File: src/rtl/tpfs_pkg.sv
/*
 * Shared constants, register map and carrier types for the timer pin function select block.
 * Assumes a 32-bit APB master on pclk and a timer core that supplies its waveforms on pclk.
 */
package tpfs_pkg;

    // Register byte offsets, one aligned word each.
    localparam logic [7:0] OFF_PORT    = 8'h00;
    localparam logic [7:0] OFF_IRQ3    = 8'h04;
    localparam logic [7:0] OFF_ONESHOT = 8'h08;
    localparam logic [7:0] OFF_TIMER   = 8'h0C;
    localparam logic [7:0] OFF_IO      = 8'h10;
    localparam logic [7:0] OFF_STATUS  = 8'h14;

    // Port control register fields.
    localparam int PORT_DIR_BIT   = 0;
    localparam int PORT_DATA_BIT  = 1;
    localparam int PORT_DRIVE_BIT = 2;
    localparam int PORT_PULL_BIT  = 3;
    localparam int CHD_SEL_LO     = 4;
    localparam int PORT_W         = 7;

    // External interrupt three control register fields.
    localparam int IRQ3_SEL_LO  = 0;
    localparam int IRQ3_EN_BIT  = 2;
    localparam int IRQ3_CMP_BIT = 3;
    localparam int IRQ3_W       = 4;

    // One-shot timer control register fields.
    localparam int OS_MODE_LO = 0;
    localparam int OS_CTL_BIT = 2;
    localparam int OS_W       = 3;

    // Capture/compare timer control register fields.
    localparam int OD_LO      = 0;
    localparam int DUAL_BIT   = 4;
    localparam int CHAN_B_PULSE_WIDTH_SEL_BIT   = 5;
    localparam int CHAN_C_PULSE_WIDTH_SEL_BIT   = 6;
    localparam int CHAN_D_PULSE_WIDTH_SEL_BIT   = 7;
    localparam int EDGE_LO    = 8;
    localparam int TIMER_W    = 10;

    // I/O control register: one three-bit field per channel, four bits apart.
    localparam int IO_STRIDE = 4;
    localparam int IO_W      = 15;

    // Reset values.
    localparam logic [PORT_W-1:0]  PORT_RST  = 7'h00;
    localparam logic [IRQ3_W-1:0]  IRQ3_RST  = 4'h0;
    localparam logic [OS_W-1:0]    OS_RST    = 3'h0;
    localparam logic [TIMER_W-1:0] TIMER_RST = 10'h01F;
    localparam logic [IO_W-1:0]    IO_RST    = 15'h0000;

    // Field encodings.
    localparam logic [2:0] CHD_ROUTE_SEL = 3'h5;
    localparam logic [1:0] IRQ3_SEL_PIN  = 2'h2;
    localparam logic [1:0] MODE_WAVE     = 2'h1;
    localparam logic [1:0] MODE_ONESHOT  = 2'h2;
    localparam logic [1:0] MODE_WAIT     = 2'h3;

    // Waveforms produced by the timer cores.
    typedef struct packed {
        logic       os_pulse;
        logic       os_prog;
        logic       os_single;
        logic       os_wait;
        logic       dual_pwm;
        logic [3:0] pwm;
        logic [3:0] compare;
    } tpfs_wave_s;

    // Inputs handed back to the timer cores.
    typedef struct packed {
        logic [3:0] capture_en;
        logic [3:0] capture_lvl;
        logic       trigger_en;
        logic       trigger_lvl;
    } tpfs_tin_s;

    // Compare drive codes are 001 and 01X.
    function automatic logic tpfs_is_compare(input logic [2:0] io);
        return (io == 3'h1) || (io[2:1] == 2'h1);
    endfunction

endpackage

File: src/rtl/tpfs_sync.sv
/*
 * Three-stage synchroniser with agreement filter for asynchronous pin levels.
 * Assumes inputs may change at any time relative to pclk.
 */
`timescale 1ns/1ns
module tpfs_sync #(
    parameter int WIDTH = 4
) (
    // Clock and reset
    input  wire logic             pclk,
    input  wire logic             presetn,
    // Levels
    input  wire logic [WIDTH-1:0] async_i,
    output logic      [WIDTH-1:0] level_q
);
    logic [WIDTH-1:0] s1_q;
    logic [WIDTH-1:0] s2_q;
    logic [WIDTH-1:0] s3_q;

    always_ff @(posedge pclk or negedge presetn) begin
        if (!presetn) begin
            s1_q <= '0;
            s2_q <= '0;
            s3_q <= '0;
        end else begin
            s1_q <= async_i;
            s2_q <= s1_q;
            s3_q <= s2_q;
        end
    end

    // A bit moves only once the second and third stages agree.
    always_ff @(posedge pclk or negedge presetn) begin
        if (!presetn) begin
            level_q <= '0;
        end else begin
            for (int i = 0; i < WIDTH; i++) begin
                if (s2_q[i] == s3_q[i]) begin
                    level_q[i] <= s3_q[i];
                end
            end
        end
    end
endmodule

File: src/rtl/tpfs_chan_mux.sv
/*
 * Function decode for one capture/compare channel pin.
 * Assumes the caller registers the results before they reach a pad.
 */
`timescale 1ns/1ns
module tpfs_chan_mux (
    // Channel controls
    input  wire logic       out_disable,
    input  wire logic       dual_sel,
    input  wire logic       pwm_bit,
    input  wire logic       dual_capable,
    input  wire logic [2:0] io_ctl,
    // Waveforms
    input  wire logic       dual_wave,
    input  wire logic       pwm_wave,
    input  wire logic       cmp_wave,
    // Results
    output logic            pin_out,
    output logic            pin_oe,
    output logic            capture_en
);
    import tpfs_pkg::*;

    always_comb begin
        pin_out    = 1'b0;
        pin_oe     = 1'b0;
        capture_en = 1'b0;
        if (!dual_sel) begin
            if (dual_capable && !out_disable) begin
                pin_out = dual_wave;
                pin_oe  = 1'b1;
            end
        end else if (pwm_bit) begin
            if (!out_disable) begin
                pin_out = pwm_wave;
                pin_oe  = 1'b1;
            end
        end else if (io_ctl[2]) begin
            capture_en = 1'b1;
        end else if (!out_disable && tpfs_is_compare(io_ctl)) begin
            pin_out = cmp_wave;
            pin_oe  = 1'b1;
        end
    end
endmodule

File: src/rtl/tpfs_top.sv
/*
 * Timer pin function select: APB registers and the pin multiplexer for the shared port pin,
 * the one-shot timer output pin and the three capture/compare channel pins.
 * Assumes a 32-bit APB master on pclk, pad levels arriving asynchronously, and timer
 * waveforms arriving on pclk from the timer cores.
 */
// Design decisions made here: the APB interface to the registers and the address map.
// Overview of operation
// - The shared pin is a plain port unless the channel-D select is 101b, which hands it to channel D.
// - The shared pin feeds external interrupt three only for input, select 10, enable 1, source 0, no channel D.
// - A driven shared pin switches to high drive strength while its drive bit is set.
// - Timer mode 01 with output control 0 puts the pulse waveform on the one-shot timer pin.
// - Timer mode 01 with output control 1 puts the programmable output on the one-shot timer pin.
// - With output control 0, mode 10 drives the one-shot output and mode 11 the wait one-shot output.
// - Channel A is the dual-compare trigger input when disabled, dual select 0 and edge field 01 or 1X.
// - Channel B drives the dual-compare waveform when enabled and dual select is 0, ignoring its other bits.
// - Channels B, C and D drive their PWM waveform when enabled, dual select 1 and PWM bit 1.
// - A channel drives its compare waveform when enabled, dual select 1, PWM bit 0 and I/O code 001 or 01X.
// - A channel is a capture input when dual select 1, PWM bit 0 and I/O top bit 1, whatever its disable bit.
`timescale 1ns/1ns
module tpfs_top (
    // Clock and reset
    input  wire logic                pclk,
    input  wire logic                presetn,
    // APB slave
    input  wire logic                psel,
    input  wire logic                penable,
    input  wire logic                pwrite,
    input  wire logic [7:0]          paddr,
    input  wire logic [31:0]         pwdata,
    output logic      [31:0]         prdata,
    output logic                     pready,
    output logic                     pslverr,
    // Timer side
    input  wire tpfs_pkg::tpfs_wave_s wave,
    output tpfs_pkg::tpfs_tin_s       timer_in,
    output logic                     irq3_level,
    // Shared port pin
    input  wire logic                shared_pin_i,
    output logic                     shared_pin_o,
    output logic                     shared_pin_oe,
    output logic                     shared_pin_hi_drive,
    output logic                     shared_pin_pullup,
    // One-shot timer output pin
    output logic                     oneshot_pin_o,
    output logic                     oneshot_pin_oe,
    // Channel A to C pins
    input  wire logic [2:0]          chan_pin_i,
    output logic      [2:0]          chan_pin_o,
    output logic      [2:0]          chan_pin_oe
);
    import tpfs_pkg::*;

    logic [PORT_W-1:0]  port_q;
    logic [IRQ3_W-1:0]  irq3_q;
    logic [OS_W-1:0]    os_q;
    logic [TIMER_W-1:0] timer_q;
    logic [IO_W-1:0]    io_q;

    logic [3:0]  pin_lvl;
    logic [3:0]  ch_out;
    logic [3:0]  ch_oe;
    logic [3:0]  ch_cap;
    logic [3:0]  pwm_bits;
    logic [3:0]  dual_cap;
    logic [2:0]  chd_sel;
    logic        chd_routed;
    logic        irq3_hit;
    logic        trig_hit;
    logic        sh_out_d;
    logic        sh_oe_d;
    logic        os_out_d;
    logic        os_oe_d;
    logic        wr_en;
    logic        acc_done;
    logic        hit;
    logic [31:0] rd_d;

    // APB access phase.
    // One wait state lets read data and the error flag come from flops.
    assign acc_done = psel && penable && pready;
    assign wr_en    = acc_done && pwrite;

    always_comb begin
        hit  = 1'b1;
        rd_d = 32'h0000_0000;
        unique case (paddr)
            OFF_PORT:    rd_d[PORT_W-1:0]  = port_q;
            OFF_IRQ3:    rd_d[IRQ3_W-1:0]  = irq3_q;
            OFF_ONESHOT: rd_d[OS_W-1:0]    = os_q;
            OFF_TIMER:   rd_d[TIMER_W-1:0] = timer_q;
            OFF_IO:      rd_d[IO_W-1:0]    = io_q;
            OFF_STATUS: begin
                rd_d[3:0]   = pin_lvl;
                rd_d[7:4]   = {shared_pin_oe, chan_pin_oe};
                rd_d[11:8]  = timer_in.capture_en;
                rd_d[12]    = timer_in.trigger_en;
                rd_d[13]    = irq3_level;
                rd_d[14]    = oneshot_pin_oe;
                rd_d[15]    = shared_pin_hi_drive;
            end
            default:     hit = 1'b0;
        endcase
    end

    always_ff @(posedge pclk or negedge presetn) begin
        if (!presetn) begin
            pready  <= 1'b0;
            pslverr <= 1'b0;
            prdata  <= 32'h0000_0000;
        end else begin
            pready  <= psel && penable && !pready;
            pslverr <= psel && penable && !pready && !hit;
            prdata  <= (psel && penable && !pready && !pwrite) ? rd_d : 32'h0000_0000;
        end
    end

    // Writes land on the edge where the master samples pready.
    always_ff @(posedge pclk or negedge presetn) begin
        if (!presetn) begin
            port_q  <= PORT_RST;
            irq3_q  <= IRQ3_RST;
            os_q    <= OS_RST;
            timer_q <= TIMER_RST;
            io_q    <= IO_RST;
        end else if (wr_en) begin
            case (paddr)
                OFF_PORT:    port_q  <= pwdata[PORT_W-1:0];
                OFF_IRQ3:    irq3_q  <= pwdata[IRQ3_W-1:0];
                OFF_ONESHOT: os_q    <= pwdata[OS_W-1:0];
                OFF_TIMER:   timer_q <= pwdata[TIMER_W-1:0];
                OFF_IO:      io_q    <= pwdata[IO_W-1:0];
                default:     ;
            endcase
        end
    end

    // Pad levels, channel D last since it shares the port pin.
    tpfs_sync #(
        .WIDTH(4)
    ) u_sync (
        .pclk   (pclk),
        .presetn(presetn),
        .async_i({shared_pin_i, chan_pin_i}),
        .level_q(pin_lvl)
    );

    assign pwm_bits = {timer_q[CHAN_D_PULSE_WIDTH_SEL_BIT], timer_q[CHAN_C_PULSE_WIDTH_SEL_BIT], timer_q[CHAN_B_PULSE_WIDTH_SEL_BIT], 1'b0};
    assign dual_cap = 4'h2;

    // Channel A has no PWM bit and only channel B carries the dual-compare waveform.
    for (genvar c = 0; c < 4; c++) begin : g_chan
        tpfs_chan_mux u_mux (
            .out_disable (timer_q[OD_LO+c]),
            .dual_sel    (timer_q[DUAL_BIT]),
            .pwm_bit     (pwm_bits[c]),
            .dual_capable(dual_cap[c]),
            .io_ctl      (io_q[c*IO_STRIDE +: 3]),
            .dual_wave   (wave.dual_pwm),
            .pwm_wave    (wave.pwm[c]),
            .cmp_wave    (wave.compare[c]),
            .pin_out     (ch_out[c]),
            .pin_oe      (ch_oe[c]),
            .capture_en  (ch_cap[c])
        );
    end

    assign chd_sel    = port_q[CHD_SEL_LO +: 3];
    assign chd_routed = (chd_sel == CHD_ROUTE_SEL);

    // The port direction bit only matters while channel D does not own the pin.
    always_comb begin
        if (chd_routed) begin
            sh_out_d = ch_out[3];
            sh_oe_d  = ch_oe[3];
        end else begin
            sh_out_d = port_q[PORT_DATA_BIT];
            sh_oe_d  = port_q[PORT_DIR_BIT];
        end
    end

    assign irq3_hit = !port_q[PORT_DIR_BIT] && !chd_routed
        && (irq3_q[IRQ3_SEL_LO +: 2] == IRQ3_SEL_PIN)
        && irq3_q[IRQ3_EN_BIT] && !irq3_q[IRQ3_CMP_BIT];

    assign trig_hit = timer_q[OD_LO] && !timer_q[DUAL_BIT]
        && ((timer_q[EDGE_LO +: 2] == 2'h1) || timer_q[EDGE_LO+1]);

    // Unlisted mode and control pairs leave the one-shot pin undriven.
    always_comb begin
        os_out_d = 1'b0;
        os_oe_d  = 1'b1;
        unique case (os_q[OS_MODE_LO +: 2])
            MODE_WAVE: os_out_d = os_q[OS_CTL_BIT] ? wave.os_prog : wave.os_pulse;
            MODE_ONESHOT: begin
                os_out_d = wave.os_single;
                os_oe_d  = !os_q[OS_CTL_BIT];
            end
            MODE_WAIT: begin
                os_out_d = wave.os_wait;
                os_oe_d  = !os_q[OS_CTL_BIT];
            end
            default:   os_oe_d = 1'b0;
        endcase
        if (!os_oe_d) begin
            os_out_d = 1'b0;
        end
    end

    // Pad-facing outputs.
    always_ff @(posedge pclk or negedge presetn) begin
        if (!presetn) begin
            shared_pin_o        <= 1'b0;
            shared_pin_oe       <= 1'b0;
            shared_pin_hi_drive <= 1'b0;
            shared_pin_pullup   <= 1'b0;
            chan_pin_o          <= 3'h0;
            chan_pin_oe         <= 3'h0;
            oneshot_pin_o       <= 1'b0;
            oneshot_pin_oe      <= 1'b0;
        end else begin
            shared_pin_o        <= sh_out_d;
            shared_pin_oe       <= sh_oe_d;
            shared_pin_hi_drive <= sh_oe_d && port_q[PORT_DRIVE_BIT];
            shared_pin_pullup   <= !sh_oe_d && port_q[PORT_PULL_BIT];
            chan_pin_o          <= ch_out[2:0];
            chan_pin_oe         <= ch_oe[2:0];
            oneshot_pin_o       <= os_out_d;
            oneshot_pin_oe      <= os_oe_d;
        end
    end

    // Timer-facing inputs; a disabled function shows a low level.
    always_ff @(posedge pclk or negedge presetn) begin
        if (!presetn) begin
            timer_in   <= '0;
            irq3_level <= 1'b0;
        end else begin
            timer_in.capture_en     <= {ch_cap[3] && chd_routed, ch_cap[2:0]};
            timer_in.capture_lvl    <= {ch_cap[3] && chd_routed, ch_cap[2:0]} & pin_lvl;
            timer_in.trigger_en     <= trig_hit;
            timer_in.trigger_lvl    <= trig_hit && pin_lvl[0];
            irq3_level              <= irq3_hit && pin_lvl[3];
        end
    end

    port_mode_a: assert property (
        @(posedge pclk) disable iff (!presetn)
        !chd_routed |=> (shared_pin_oe == $past(port_q[PORT_DIR_BIT]))
            && (shared_pin_o == $past(port_q[PORT_DATA_BIT])))
        else $error("Shared pin does not act as a plain port.");

    chan_d_route_a: assert property (
        @(posedge pclk) disable iff (!presetn)
        (chd_routed && ch_oe[3]) |=> shared_pin_oe && (shared_pin_o == $past(ch_out[3])))
        else $error("Shared pin is not driven by channel D.");

    irq3_gate_a: assert property (
        @(posedge pclk) disable iff (!presetn)
        (port_q[PORT_DIR_BIT] || chd_routed || !irq3_q[IRQ3_EN_BIT]
            || irq3_q[IRQ3_CMP_BIT]) |=> !irq3_level)
        else $error("Interrupt three level passes while its path is closed.");

    irq3_follow_a: assert property (
        @(posedge pclk) disable iff (!presetn)
        (irq3_hit && pin_lvl[3]) |=> irq3_level)
        else $error("Interrupt three misses the pin level.");

    hi_drive_a: assert property (
        @(posedge pclk) disable iff (!presetn)
        shared_pin_hi_drive |-> shared_pin_oe && $past(port_q[PORT_DRIVE_BIT]))
        else $error("High drive without an output or drive bit.");

    wave_pulse_a: assert property (
        @(posedge pclk) disable iff (!presetn)
        (os_q == {1'b0, MODE_WAVE}) |=> oneshot_pin_oe
            && (oneshot_pin_o == $past(wave.os_pulse)))
        else $error("One-shot pin lacks the pulse waveform.");

    wave_prog_a: assert property (
        @(posedge pclk) disable iff (!presetn)
        (os_q == {1'b1, MODE_WAVE}) |=> oneshot_pin_oe
            && (oneshot_pin_o == $past(wave.os_prog)))
        else $error("One-shot pin lacks the programmable output.");

    oneshot_modes_a: assert property (
        @(posedge pclk) disable iff (!presetn)
        (os_q == {1'b0, MODE_ONESHOT}) |=> oneshot_pin_oe
            && (oneshot_pin_o == $past(wave.os_single)))
        else $error("One-shot pin lacks the one-shot output.");

    wait_mode_a: assert property (
        @(posedge pclk) disable iff (!presetn)
        (os_q == {1'b0, MODE_WAIT}) |=> oneshot_pin_oe
            && (oneshot_pin_o == $past(wave.os_wait)))
        else $error("One-shot pin lacks the wait one-shot output.");

    trigger_in_a: assert property (
        @(posedge pclk) disable iff (!presetn)
        timer_in.trigger_en |-> $past(timer_q[OD_LO]) && !$past(timer_q[DUAL_BIT])
            && ($past(timer_q[EDGE_LO +: 2]) != 2'h0))
        else $error("Trigger input enabled in a wrong setting.");

    dual_wave_a: assert property (
        @(posedge pclk) disable iff (!presetn)
        (!timer_q[DUAL_BIT] && !timer_q[OD_LO+1]) |=> chan_pin_oe[1]
            && (chan_pin_o[1] == $past(wave.dual_pwm)) && !chan_pin_oe[0])
        else $error("Channel B lacks the dual-compare waveform.");

    pwm_wave_a: assert property (
        @(posedge pclk) disable iff (!presetn)
        (timer_q[DUAL_BIT] && timer_q[CHAN_C_PULSE_WIDTH_SEL_BIT] && !timer_q[OD_LO+2])
            |=> chan_pin_oe[2] && (chan_pin_o[2] == $past(wave.pwm[2])))
        else $error("Channel C lacks the PWM waveform.");

    compare_wave_a: assert property (
        @(posedge pclk) disable iff (!presetn)
        (timer_q[DUAL_BIT] && !timer_q[OD_LO] && tpfs_is_compare(io_q[2:0]))
            |=> chan_pin_oe[0] && (chan_pin_o[0] == $past(wave.compare[0])))
        else $error("Channel A lacks the compare waveform.");

    capture_in_a: assert property (
        @(posedge pclk) disable iff (!presetn)
        (timer_q[DUAL_BIT] && io_q[2] && $stable(timer_q) && $stable(io_q))
            |=> timer_in.capture_en[0] && !chan_pin_oe[0])
        else $error("Channel A is not a capture input.");

endmodule

File: config.mk
export PLATFORM = sky130hd
export DESIGN_NAME = tpfs_top
export DESIGN_NICKNAME = d
export VERILOG_FILES = /design/src/rtl/tpfs_pkg.sv /design/src/rtl/tpfs_sync.sv /design/src/rtl/tpfs_chan_mux.sv /design/src/rtl/tpfs_top.sv
export SDC_FILE = /design/constraint.sdc
export NUM_CORES = 1
export LEC_CHECK = 0
export BUFFER_PORTS_ARGS = -buffer_cell sky130_fd_sc_hd__buf_4
export CAP_MARGIN = 5
export CORE_ASPECT_RATIO = 1.1
export CORE_MARGIN = 4
export CORE_UTILIZATION = 40
export CTS_CLUSTER_SIZE = 30
export DETAILED_ROUTE_END_ITERATION = 8
export GPL_TIMING_DRIVEN = 0
export SLEW_MARGIN = 20
export SYNTH_ARGS = -nofsm -noshare
export SYNTH_HDL_FRONTEND = slang
export SYNTH_SLANG_ARGS = --single-unit
File: constraint.sdc
create_clock -name pclk -period 2.9 [get_ports pclk]
set_clock_uncertainty 0.05 [all_clocks]
set_input_delay 0.145 -clock pclk [delete_from_list [all_inputs] [get_ports pclk]]
set_output_delay 0.145 -clock pclk [all_outputs]
set_load 0.02 [all_outputs]
==> reports/qor.yml, run 1 <==
outcome: "finished clean"
place_ws_ns: 0.549
power.share.sequential_pct: 58.2
syn_inst: 304
syn_area_per_cell_sq_um: 13.4
leakage_nw: 2.61
internal_power_mw: 1.79
ys.flop_type: "dfrtp_1"
final_area_sq_um: 5290
worst_slack_ns: 0.559
nFillCells: 890
htree_levels: 3
vdd_drop_max_mv: 0.275
rsz0062_at_grt: "no"
wl_per_cell_um: 16.8
cp_cell_sequence: "or4bb_1, nor4_4, buf_6, mux2_2"
max-slew-margin-rel_pct: 43.4
switchingPower_mw: 0.565
synthSimpleGateAreaFrac_pct: 12.8
clkLatencyLatePin_ns: 0.35
drv_cap: 0
syn_to_final_growth_pct: 30.3
routed_via_density: 4.99
diodes: 0
finalHoldViolCount: 0
worst_pin_slew_ns: 0.848
place_area_sq_um: 4900
tritoncts: "yes"
fin_crit_sh_pct: 80.7
clockRootBuffer: "clkbuf_8"
grt_max_degree: 97
dr.pass1.iters: 6
crit_family: "simple AND/OR/NAND/NOR gates"
wl_um: 9450
dr.first_iter.drc_count: 136
powerDensity_nw_per_um2: 445
setup_violations: 0
ys_async_sr_fraction_pct: 100
coreArea_sq_um: 9890
p_clk_share_pct: 33.1
fin_util_pct: 53.5
crit_fanout: 10
synth.area.mux_share_pct: 17.5
vias: 2798
place_congestion: 0.819
cp.buffers_inverters: 1
seq_area_frac_synth_pct: 59.3
start_util_pct: 41.1
final-seq-area_sq_um: 2410
reg2reg_slack_ns: 0.56
max_freq_mhz: 427
grt_pass1_vias: 2999
synth_top_area_share_pct: 56.1
arrival_ns: 2.53
num_rows: 38
antenna_found_initial: 0
fin_nets: 498
grt_pass1_wl_um: 15800
synth_compound_area_share_pct: 5.14
start_kind: "flip-flop"
crit_path_top_delay_cell: "nor4_4"
overflow: 0
synth.area.top_cells: "dfrtp_1, mux2_2, dfstp_2"
setup.worst_path.end_class: "flip-flop"
comb_power_share_pct: 8.7
die_area_sq_um: 11800
die_x_um: 104
cts_buffers: 9
netSwitchingFraction_pct: 24.0
synthesis.area_sq_um: 4060
drc_errors: 0
min_path_type: "in -> reg"
min_period_ns: 2.34
synth_top_family_by_area: "multiplexers"
slew_violations: 0
synth_edf_count: 0
synth_warnings: 0
die_y_um: 114
path_clk_slew_ns: 0.09
pin_count: 119
io_buffer_count: 84
synth_fa_ha_area_share_pct: 0.986
critPathMaxStageDelay_ns: 0.57
ys_top_cells_by_count: "dfrtp_1, mux2_2, buf_4, nor2_1, nand2_1"
clock_sinks: 96
ys_seq_elements: 96
synthXorXnorAreaFrac_pct: 0
yosysMostFrequentCell: "dfrtp_1"
cts_setup_buffers: 0
drive_above_1_share_pct: 41.5
required_ns: 3.09
track_usage_pct: 17.0
clock_path_buffers: 2
tns_ns: 0
critPathKind: "reg -> reg"
antenna_left: 0
multi_input_area_sq_um: 1540
total_power_mw: 2.36
dpl.hpwl_um: 6730
synth_top_cell_by_area: "dfrtp_1"
yosysUniqueCellTypes: 44
final timing paths:
kind,start,endpoint,depth (start not counted)
max in group asynchronous,presetn,os_q[1],2
worst max register to register,pready,io_q[11],4
worst min register to register,u_sync.s1_q[3],u_sync.s2_q[3],0
worst max-delay path,pready,io_q[11],4
min in group asynchronous,presetn,io_q[10],2
worst min-delay path,pwdata[1],timer_q[1],2
flip-flops by register name (all words and copies together) (netlist names), 4 cells and up:
name / cells
u_sync.s1_q: 4
io_q: 15
u_sync.s2_q: 4
irq3_q: 4
u_sync.level_q: 4
u_sync.s3_q: 4
timer_q: 10
timer_in: 10
prdata: 16
port_q: 7
metal layers:
metal,part of all wire [%],global-route usage [%]
met1,47,23.3
met2,47,26.7
met3,4.4,3.34
met4,2.4,7.09
met5,0,0
timing repair:
item	4_1_cts	5_1_grt
gates resized for setup	0	0
hold buffers	22	0
endpoints found under the hold margin	125	0
worst reg2reg max path, stage by stage, from the launching register on:
cell and delay, ns:
dfrtp_1 0.46, or4bb_1 0.55, nor4_4 0.57, buf_6 0.26, mux2_2 0.35
final cells by class:
class | count | area share [%]
timing repair buffer | 106 | 16.1
clock inverter | 3 | 0.378
inverter | 4 | 0.284
buffer | 24 | 3.00
clock buffer | 13 | 2.81
multi-input combinational | 195 | 29.0
tap | 120 | 2.84
sequential | 96 | 45.5
through the flow:
| step | hold slack [ns] | instances |
|---|---|---|
| 6_report | 0.0264 | 561 |
| 5_1_grt | 0.0133 | 561 |
| 4_1_cts | 0.00638 | 561 |
| 3_5_place_dp | 0.205 | 523 |
| 3_3_place_gp | 0.204 | 523 |
| 2_1_floorplan | -0.201 | 319 |
cell families after synthesis:
family	after synthesis
buf+inv	28
other cells	1
fa+ha+maj	4
compound gates	31
flops	96
simple gates	80
mux	64
cells in the final DEF (no fill, tap or decap), drive strengths merged, types with 6 or more instances in the layout:
cell         Yosys  final
buf             20    104
dfrtp           91     91
mux2            55     55
dlygate4sd3      0     22
clkbuf           4     17
nor2            16     16
conb             1     16
nand2           15     15
mux2i            9      9
a21oi            8      8
and3b            7      7
a22oi            7      7
and2             6      6
nor2b            6      6
o21ai            6      6
power by group through the flow:
stage                     logic [mW]  registers (mW)  clock network (mW)
after floorplan               0.0819            1.39                   0
after global placement         0.180            1.40                   0
after detailed placement       0.183            1.40                   0
after CTS                      0.207            1.37               0.804
after global routing           0.226            1.37               0.867
final                          0.205            1.37               0.781
Note: power is estimated with default switching activity, not from simulation.
==> run 2: changes to the inputs <==
==> constraint.sdc (replaced) <==
create_clock -name pclk -period 2.2 [get_ports pclk]
set_clock_uncertainty 0.05 [all_clocks]
set_input_delay 0.11 -clock pclk [delete_from_list [all_inputs] [get_ports pclk]]
set_output_delay 0.11 -clock pclk [all_outputs]
set_load 0.02 [all_outputs]
==> reports/qor.yml, run 2 (synthesis results as in run 1) <==
dpl.hpwl_um: 6730  # unchanged
grt_max_degree: 97  # unchanged
diodes: 0  # unchanged
vdd_drop_max_mv: 0.362  # +32%
clock_path_buffers: 2  # unchanged
pin_count: 119  # unchanged
io_buffer_count: 84  # unchanged
clock_sinks: 96  # unchanged
setup_violations: 0  # unchanged
worst_pin_slew_ns: 0.845  # -0.00320 ns
leakage_nw: 2.64  # +0.79%
vias: 2810  # +0.43%
min_path_type: "in -> reg"
htree_levels: 3  # unchanged
die_y_um: 114  # unchanged
fin_nets: 503  # +1.0%
antenna_left: 0  # unchanged
critPathKind: "reg -> reg"
final_common_cell: "buf_4"
final_area_sq_um: 5340  # +0.92%
multi_input_area_sq_um: 1540  # unchanged
start_util_pct: 41.1  # unchanged
overflow: 0  # unchanged
setup.worst_path.end_class: "flip-flop"
drc_errors: 0  # unchanged
nFillCells: 882  # -0.90%
min_period_ns: 2.05  # -0.289 ns
drv_cap: 0  # unchanged
powerDensity_nw_per_um2: 583  # +31%
antenna_found_initial: 0  # unchanged
dr.pass1.iters: 4  # -2
routed_via_density: 4.96  # -0.46%
start_kind: "flip-flop"
syn_to_final_growth_pct: 31.5
worst_slack_ns: 0.148  # -0.411 ns
largest_reg_flops: 16  # unchanged
rsz0062_at_grt: "no"
max-slew-margin-rel_pct: 43.7  # +0.21 points
final_cell_mix: "buf_4, dfrtp_1, mux2_2"
tritoncts: "yes"
top_regs: "prdata: 16 flops, io_q: 15 flops"
place_ws_ns: -0.151  # -0.700 ns
regMostFlops: "prdata"
outcome: "finished clean"
dr.first_iter.drc_count: 128  # -5.9%
die_x_um: 104  # unchanged
die_area_sq_um: 11800  # unchanged
grt_pass1_vias: 2996  # -0.10%
clkLatencyLatePin_ns: 0.35  # about the same
final-seq-area_sq_um: 2410  # about the same
track_usage_pct: 17.1  # +0.098 points
finalHoldViolCount: 0  # unchanged
place_area_sq_um: 4900  # unchanged
arrival_ns: 2.24  # -0.29 ns
wl_per_cell_um: 16.7  # -0.56%
holdWs_ns: 0.0271  # +0.000617 ns
num_rows: 38  # unchanged
coreArea_sq_um: 9890  # unchanged
tns_ns: 0  # unchanged
fin_crit_sh_pct: 93.3  # +13 points
clockRootBuffer: "clkbuf_8"
path_clk_slew_ns: 0.09  # about the same
crit_fanout: 7  # -3
required_ns: 2.39  # -0.70 ns
grt_pass1_wl_um: 15800  # +0.48%
place_congestion: 0.819  # unchanged
cts_buffers: 9  # unchanged
drive_above_1_share_pct: 41.5  # about the same
slew_violations: 0  # unchanged
max_freq_mhz: 487  # +14%
wl_um: 9480  # +0.33%
-- run 2: cell types whose count changed in the layout (fill, tap and decap cells not counted) --
cell,before,now
buf_4,99,100
dfrtp_1,91,90
dfrtp_2,0,1
dlygate4sd3_1,22,26
-- run 2: metal layers --
metal / GRT usage [%] / up-vias / share of wire (%)
met5: 0 / - / 0
met4: 7.09 / 0 / 2.3
met3: 3.34 / 17 / 4.9
met2: 26.8 / 83 / 47
met1: 23.5 / 1382 / 46
li1: - / 1328 / -
-- run 2: layout make-up --
class / count / share of cell area [%]
flip-flops and latches: 96 / 45.1
multi-input cells: 195 / 28.8
repair buffers: 111 / 16.9
plain buffers: 24 / 2.97
well taps: 120 / 2.81
clock buffers: 13 / 2.79
clock inverters: 3 / 0.375
inverters: 4 / 0.281
-- run 2: worst paths after layout --
check / endpoint / slack, ns / startpoint / depth (start not counted)
max in group asynchronous: pready / 1.13 / presetn / 2
setup / recovery: io_q[2] / 0.15 / pready / 4
hold / removal: chan_pin_o[2] / 0.03 / wave[2] / 3
min in group asynchronous: io_q[10] / 0.34 / presetn / 2
hold reg to reg: u_sync.s2_q[3] / 0.30 / u_sync.s1_q[3] / 0
setup reg to reg: io_q[2] / 0.15 / pready / 4
-- run 2: through the flow --
stage / utilization (%) / cells / total power [mW]
final: 54.0 / 566 / 3.11
after global routing: 54.0 / 566 / 3.26
after CTS: 53.9 / 565 / 3.14
after detailed placement: 49.6 / 523 / 2.08
after global placement: 49.5 / 523 / 2.08
after floorplan: - / 319 / 1.95
-- run 2: worst max-delay path, stage by stage, from the launching register on --
cell and delay [ns]:
dfrtp_2 0.43, or4bb_1 0.54, nor4_4 0.34, buf_4 0.23
mux2_2 0.34
-- run 2: report_power, final --
group	switching, mW	internal [mW]
Sequential	0.0199	1.79
Combinational	0.137	0.137
Clock	0.588	0.442
-- run 2: repair_timing --
| item | in CTS | in global routing |
|---|---|---|
| pin swaps | 1 | 0 |
| resized for setup | 0 | 1 |
| endpoints found under the setup margin | 10 | 9 |
| hold endpoints to repair | 139 | 1 |
| hold buffers | 25 | 1 |
| cloned | 0 | 0 |
| buffers inserted | 1 | 0 |
==> run 3: changes to the inputs <==
--- a/config.mk
+++ b/config.mk
@@ -13,6 +13,8 @@
 export CTS_CLUSTER_SIZE = 30
 export DETAILED_ROUTE_END_ITERATION = 8
 export GPL_TIMING_DRIVEN = 0
+export SETUP_SLACK_MARGIN = 0.3
+export SKIP_LAST_GASP = 1
 export SLEW_MARGIN = 20
 export SYNTH_ARGS = -nofsm -noshare
 export SYNTH_HDL_FRONTEND = slang
==> reports/qor.yml, run 3 (synthesis results as in run 1) <==
outcome: "finished clean"
wl_per_cell_um: 17.0  # +1.8%
worstHoldStart: "wave[2]"
pin_count: 119  # unchanged
min_period_ns: 1.91  # -0.142 ns
clockRootBuffer: "clkbuf_8"
powerDensity_nw_per_um2: 607  # +4.1%
dr.pass1.iters: 4  # unchanged
critPathKind: "reg -> reg"
wl_um: 9730  # +2.7%
crit_path_top_delay_cell: "or4bb_4"
final_cells: 571  # +0.88%
cts_buffers: 9  # unchanged
slew_violations: 0  # unchanged
reg2reg_from: "pready"
fin_crit_sh_pct: 86.8  # -6.4 points
max-slew-margin-rel_pct: 42.5  # -1.2 points
vias: 2801  # -0.32%
fin_nets: 508  # +0.99%
track_usage_pct: 17.3  # +0.18 points
leakage_nw: 2.69  # +2.3%
worst_slack_ns: 0.290  # +0.142 ns
dr.first_iter.drc_count: 110  # -14%
tritoncts: "yes"
place_congestion: 0.847  # +3.4%
drive_above_1_share_pct: 43.5  # +2.0 points
diodes: 0  # unchanged
clkLatencyLatePin_ns: 0.36  # about the same
grt_max_degree: 97  # unchanged
fin_util_pct: 55.1  # +1.1 points
grt_pass1_vias: 2892  # -3.5%
num_rows: 38  # unchanged
clock_sinks: 96  # unchanged
place_area_sq_um: 4910  # +0.10%
place_ws_ns: -0.104  # +0.0469 ns
final_cell_mix: "buf_4, dfrtp_1, mux2_2"
min_path_type: "in -> reg"
start_util_pct: 41.1  # unchanged
final_common_cell: "buf_4"
routed_via_density: 4.91  # -1.2%
drc_errors: 0  # unchanged
critPathMaxStageDelay_ns: 0.47  # -0.07 ns
final_area_sq_um: 5450  # +2.0%
setup_violations: 0  # unchanged
crit_family: "simple AND/OR/NAND/NOR gates"
multi_input_area_sq_um: 1550  # +0.98%
start_kind: "flip-flop"
regMostFlops: "prdata"
worst_pin_slew_ns: 0.862  # +0.0173 ns
io_buffer_count: 84  # unchanged
path_clk_slew_ns: 0.09  # about the same
vdd_drop_max_mv: 0.249  # -31%
die_y_um: 114  # unchanged
required_ns: 2.39  # about the same
final-seq-area_sq_um: 2410  # unchanged
rsz0062_at_grt: "yes"
clock_path_buffers: 2  # unchanged
finalHoldViolCount: 0  # unchanged
place_inst: 523  # unchanged
antenna_found_initial: 0  # unchanged
cp_cell_sequence: "or4bb_4, nor4_4, buf_4, buf_8, mux2_2"
dpl.hpwl_um: 6780  # +0.64%
top_regs: "prdata: 16 flops, io_q: 15 flops"
startpoint: "pready"
die_area_sq_um: 11800  # unchanged
die_x_um: 104  # unchanged
syn_to_final_growth_pct: 34.1
overflow: 0  # unchanged
crit_fanout: 5  # -2
htree_levels: 3  # unchanged
drv_cap: 0  # unchanged
arrival_ns: 2.10  # -0.14 ns
coreArea_sq_um: 9890  # unchanged
cp.buffers_inverters: 2  # +1
nFillCells: 883  # +0.11%
largest_reg_flops: 16  # unchanged
setup.worst_path.end_class: "flip-flop"
grt_pass1_wl_um: 15900  # +0.30%
antenna_left: 0  # unchanged
max_freq_mhz: 524  # +7.4%
==> run 3: timing repair <==
item                                    CTS  global route
resized for setup                         3             2
hold buffers                             26             0
endpoints found under the setup margin   18            24
pin swaps                                 1             1
endpoints found under the hold margin   139             0
cloned                                    1             0
buffers inserted                          4             1
==> run 3: worst paths after layout <==
path                                        to  slack, ns  cells past startpoint
max in group asynchronous               pready       1.13                      2
worst min register to register  u_sync.s2_q[0]       0.30                      0
min in group asynchronous          timer_in[4]       0.34                      2
worst max register to register        io_q[13]       0.29                      5
worst min-delay path             chan_pin_o[2]       0.03                      3
worst max-delay path                  io_q[13]       0.29                      5
==> run 3: final cells by class <==
type                            count  area share (%)
Timing Repair Buffer              116            17.3
Buffer                             24            2.99
Clock buffer                       12            3.03
Sequential cell                    96            44.2
Tap cell                          120            2.76
Inverter                            4           0.276
Clock inverter                      4           0.941
Multi-Input combinational cell    195            28.5
==> run 3: per-layer routing <==
| layer | global-route usage, % | vias to the layer above | part of all wire (%) |
|---|---|---|---|
| li1 | - | 1338 | - |
| met1 | 23.7 | 1366 | 46 |
| met2 | 27.5 | 82 | 48 |
| met3 | 3.34 | 15 | 4.5 |
| met4 | 6.65 | 0 | 1.8 |
| met5 | 0 | - | 0 |
==> run 3: through the flow <==
| step | total power [mW] | setup TNS (ns) | hold WS [ns] |
|---|---|---|---|
| final | 3.31 | 0 | 0.0340 |
| after global routing | 3.45 | 0 | 0.0363 |
| after CTS | 3.34 | 0 | 0.0125 |
| after detailed placement | 2.08 | -0.958 | 0.171 |
| after global placement | 2.08 | -0.955 | 0.169 |
| after floorplan | 1.95 | 0 | -0.236 |
==> run 3: power by group <==
group | internal, mW | switching (mW)
clock | 0.619 | 0.597
combinational | 0.140 | 0.142
sequential | 1.79 | 0.0183
==> run 3: worst min-delay path: cells and delay by family <==
kind | cells | cell delay [ns]
and+or+nand+nor | 1 | 0.07
buffers and inverters | 1 | 0.11
muxes | 1 | 0.11
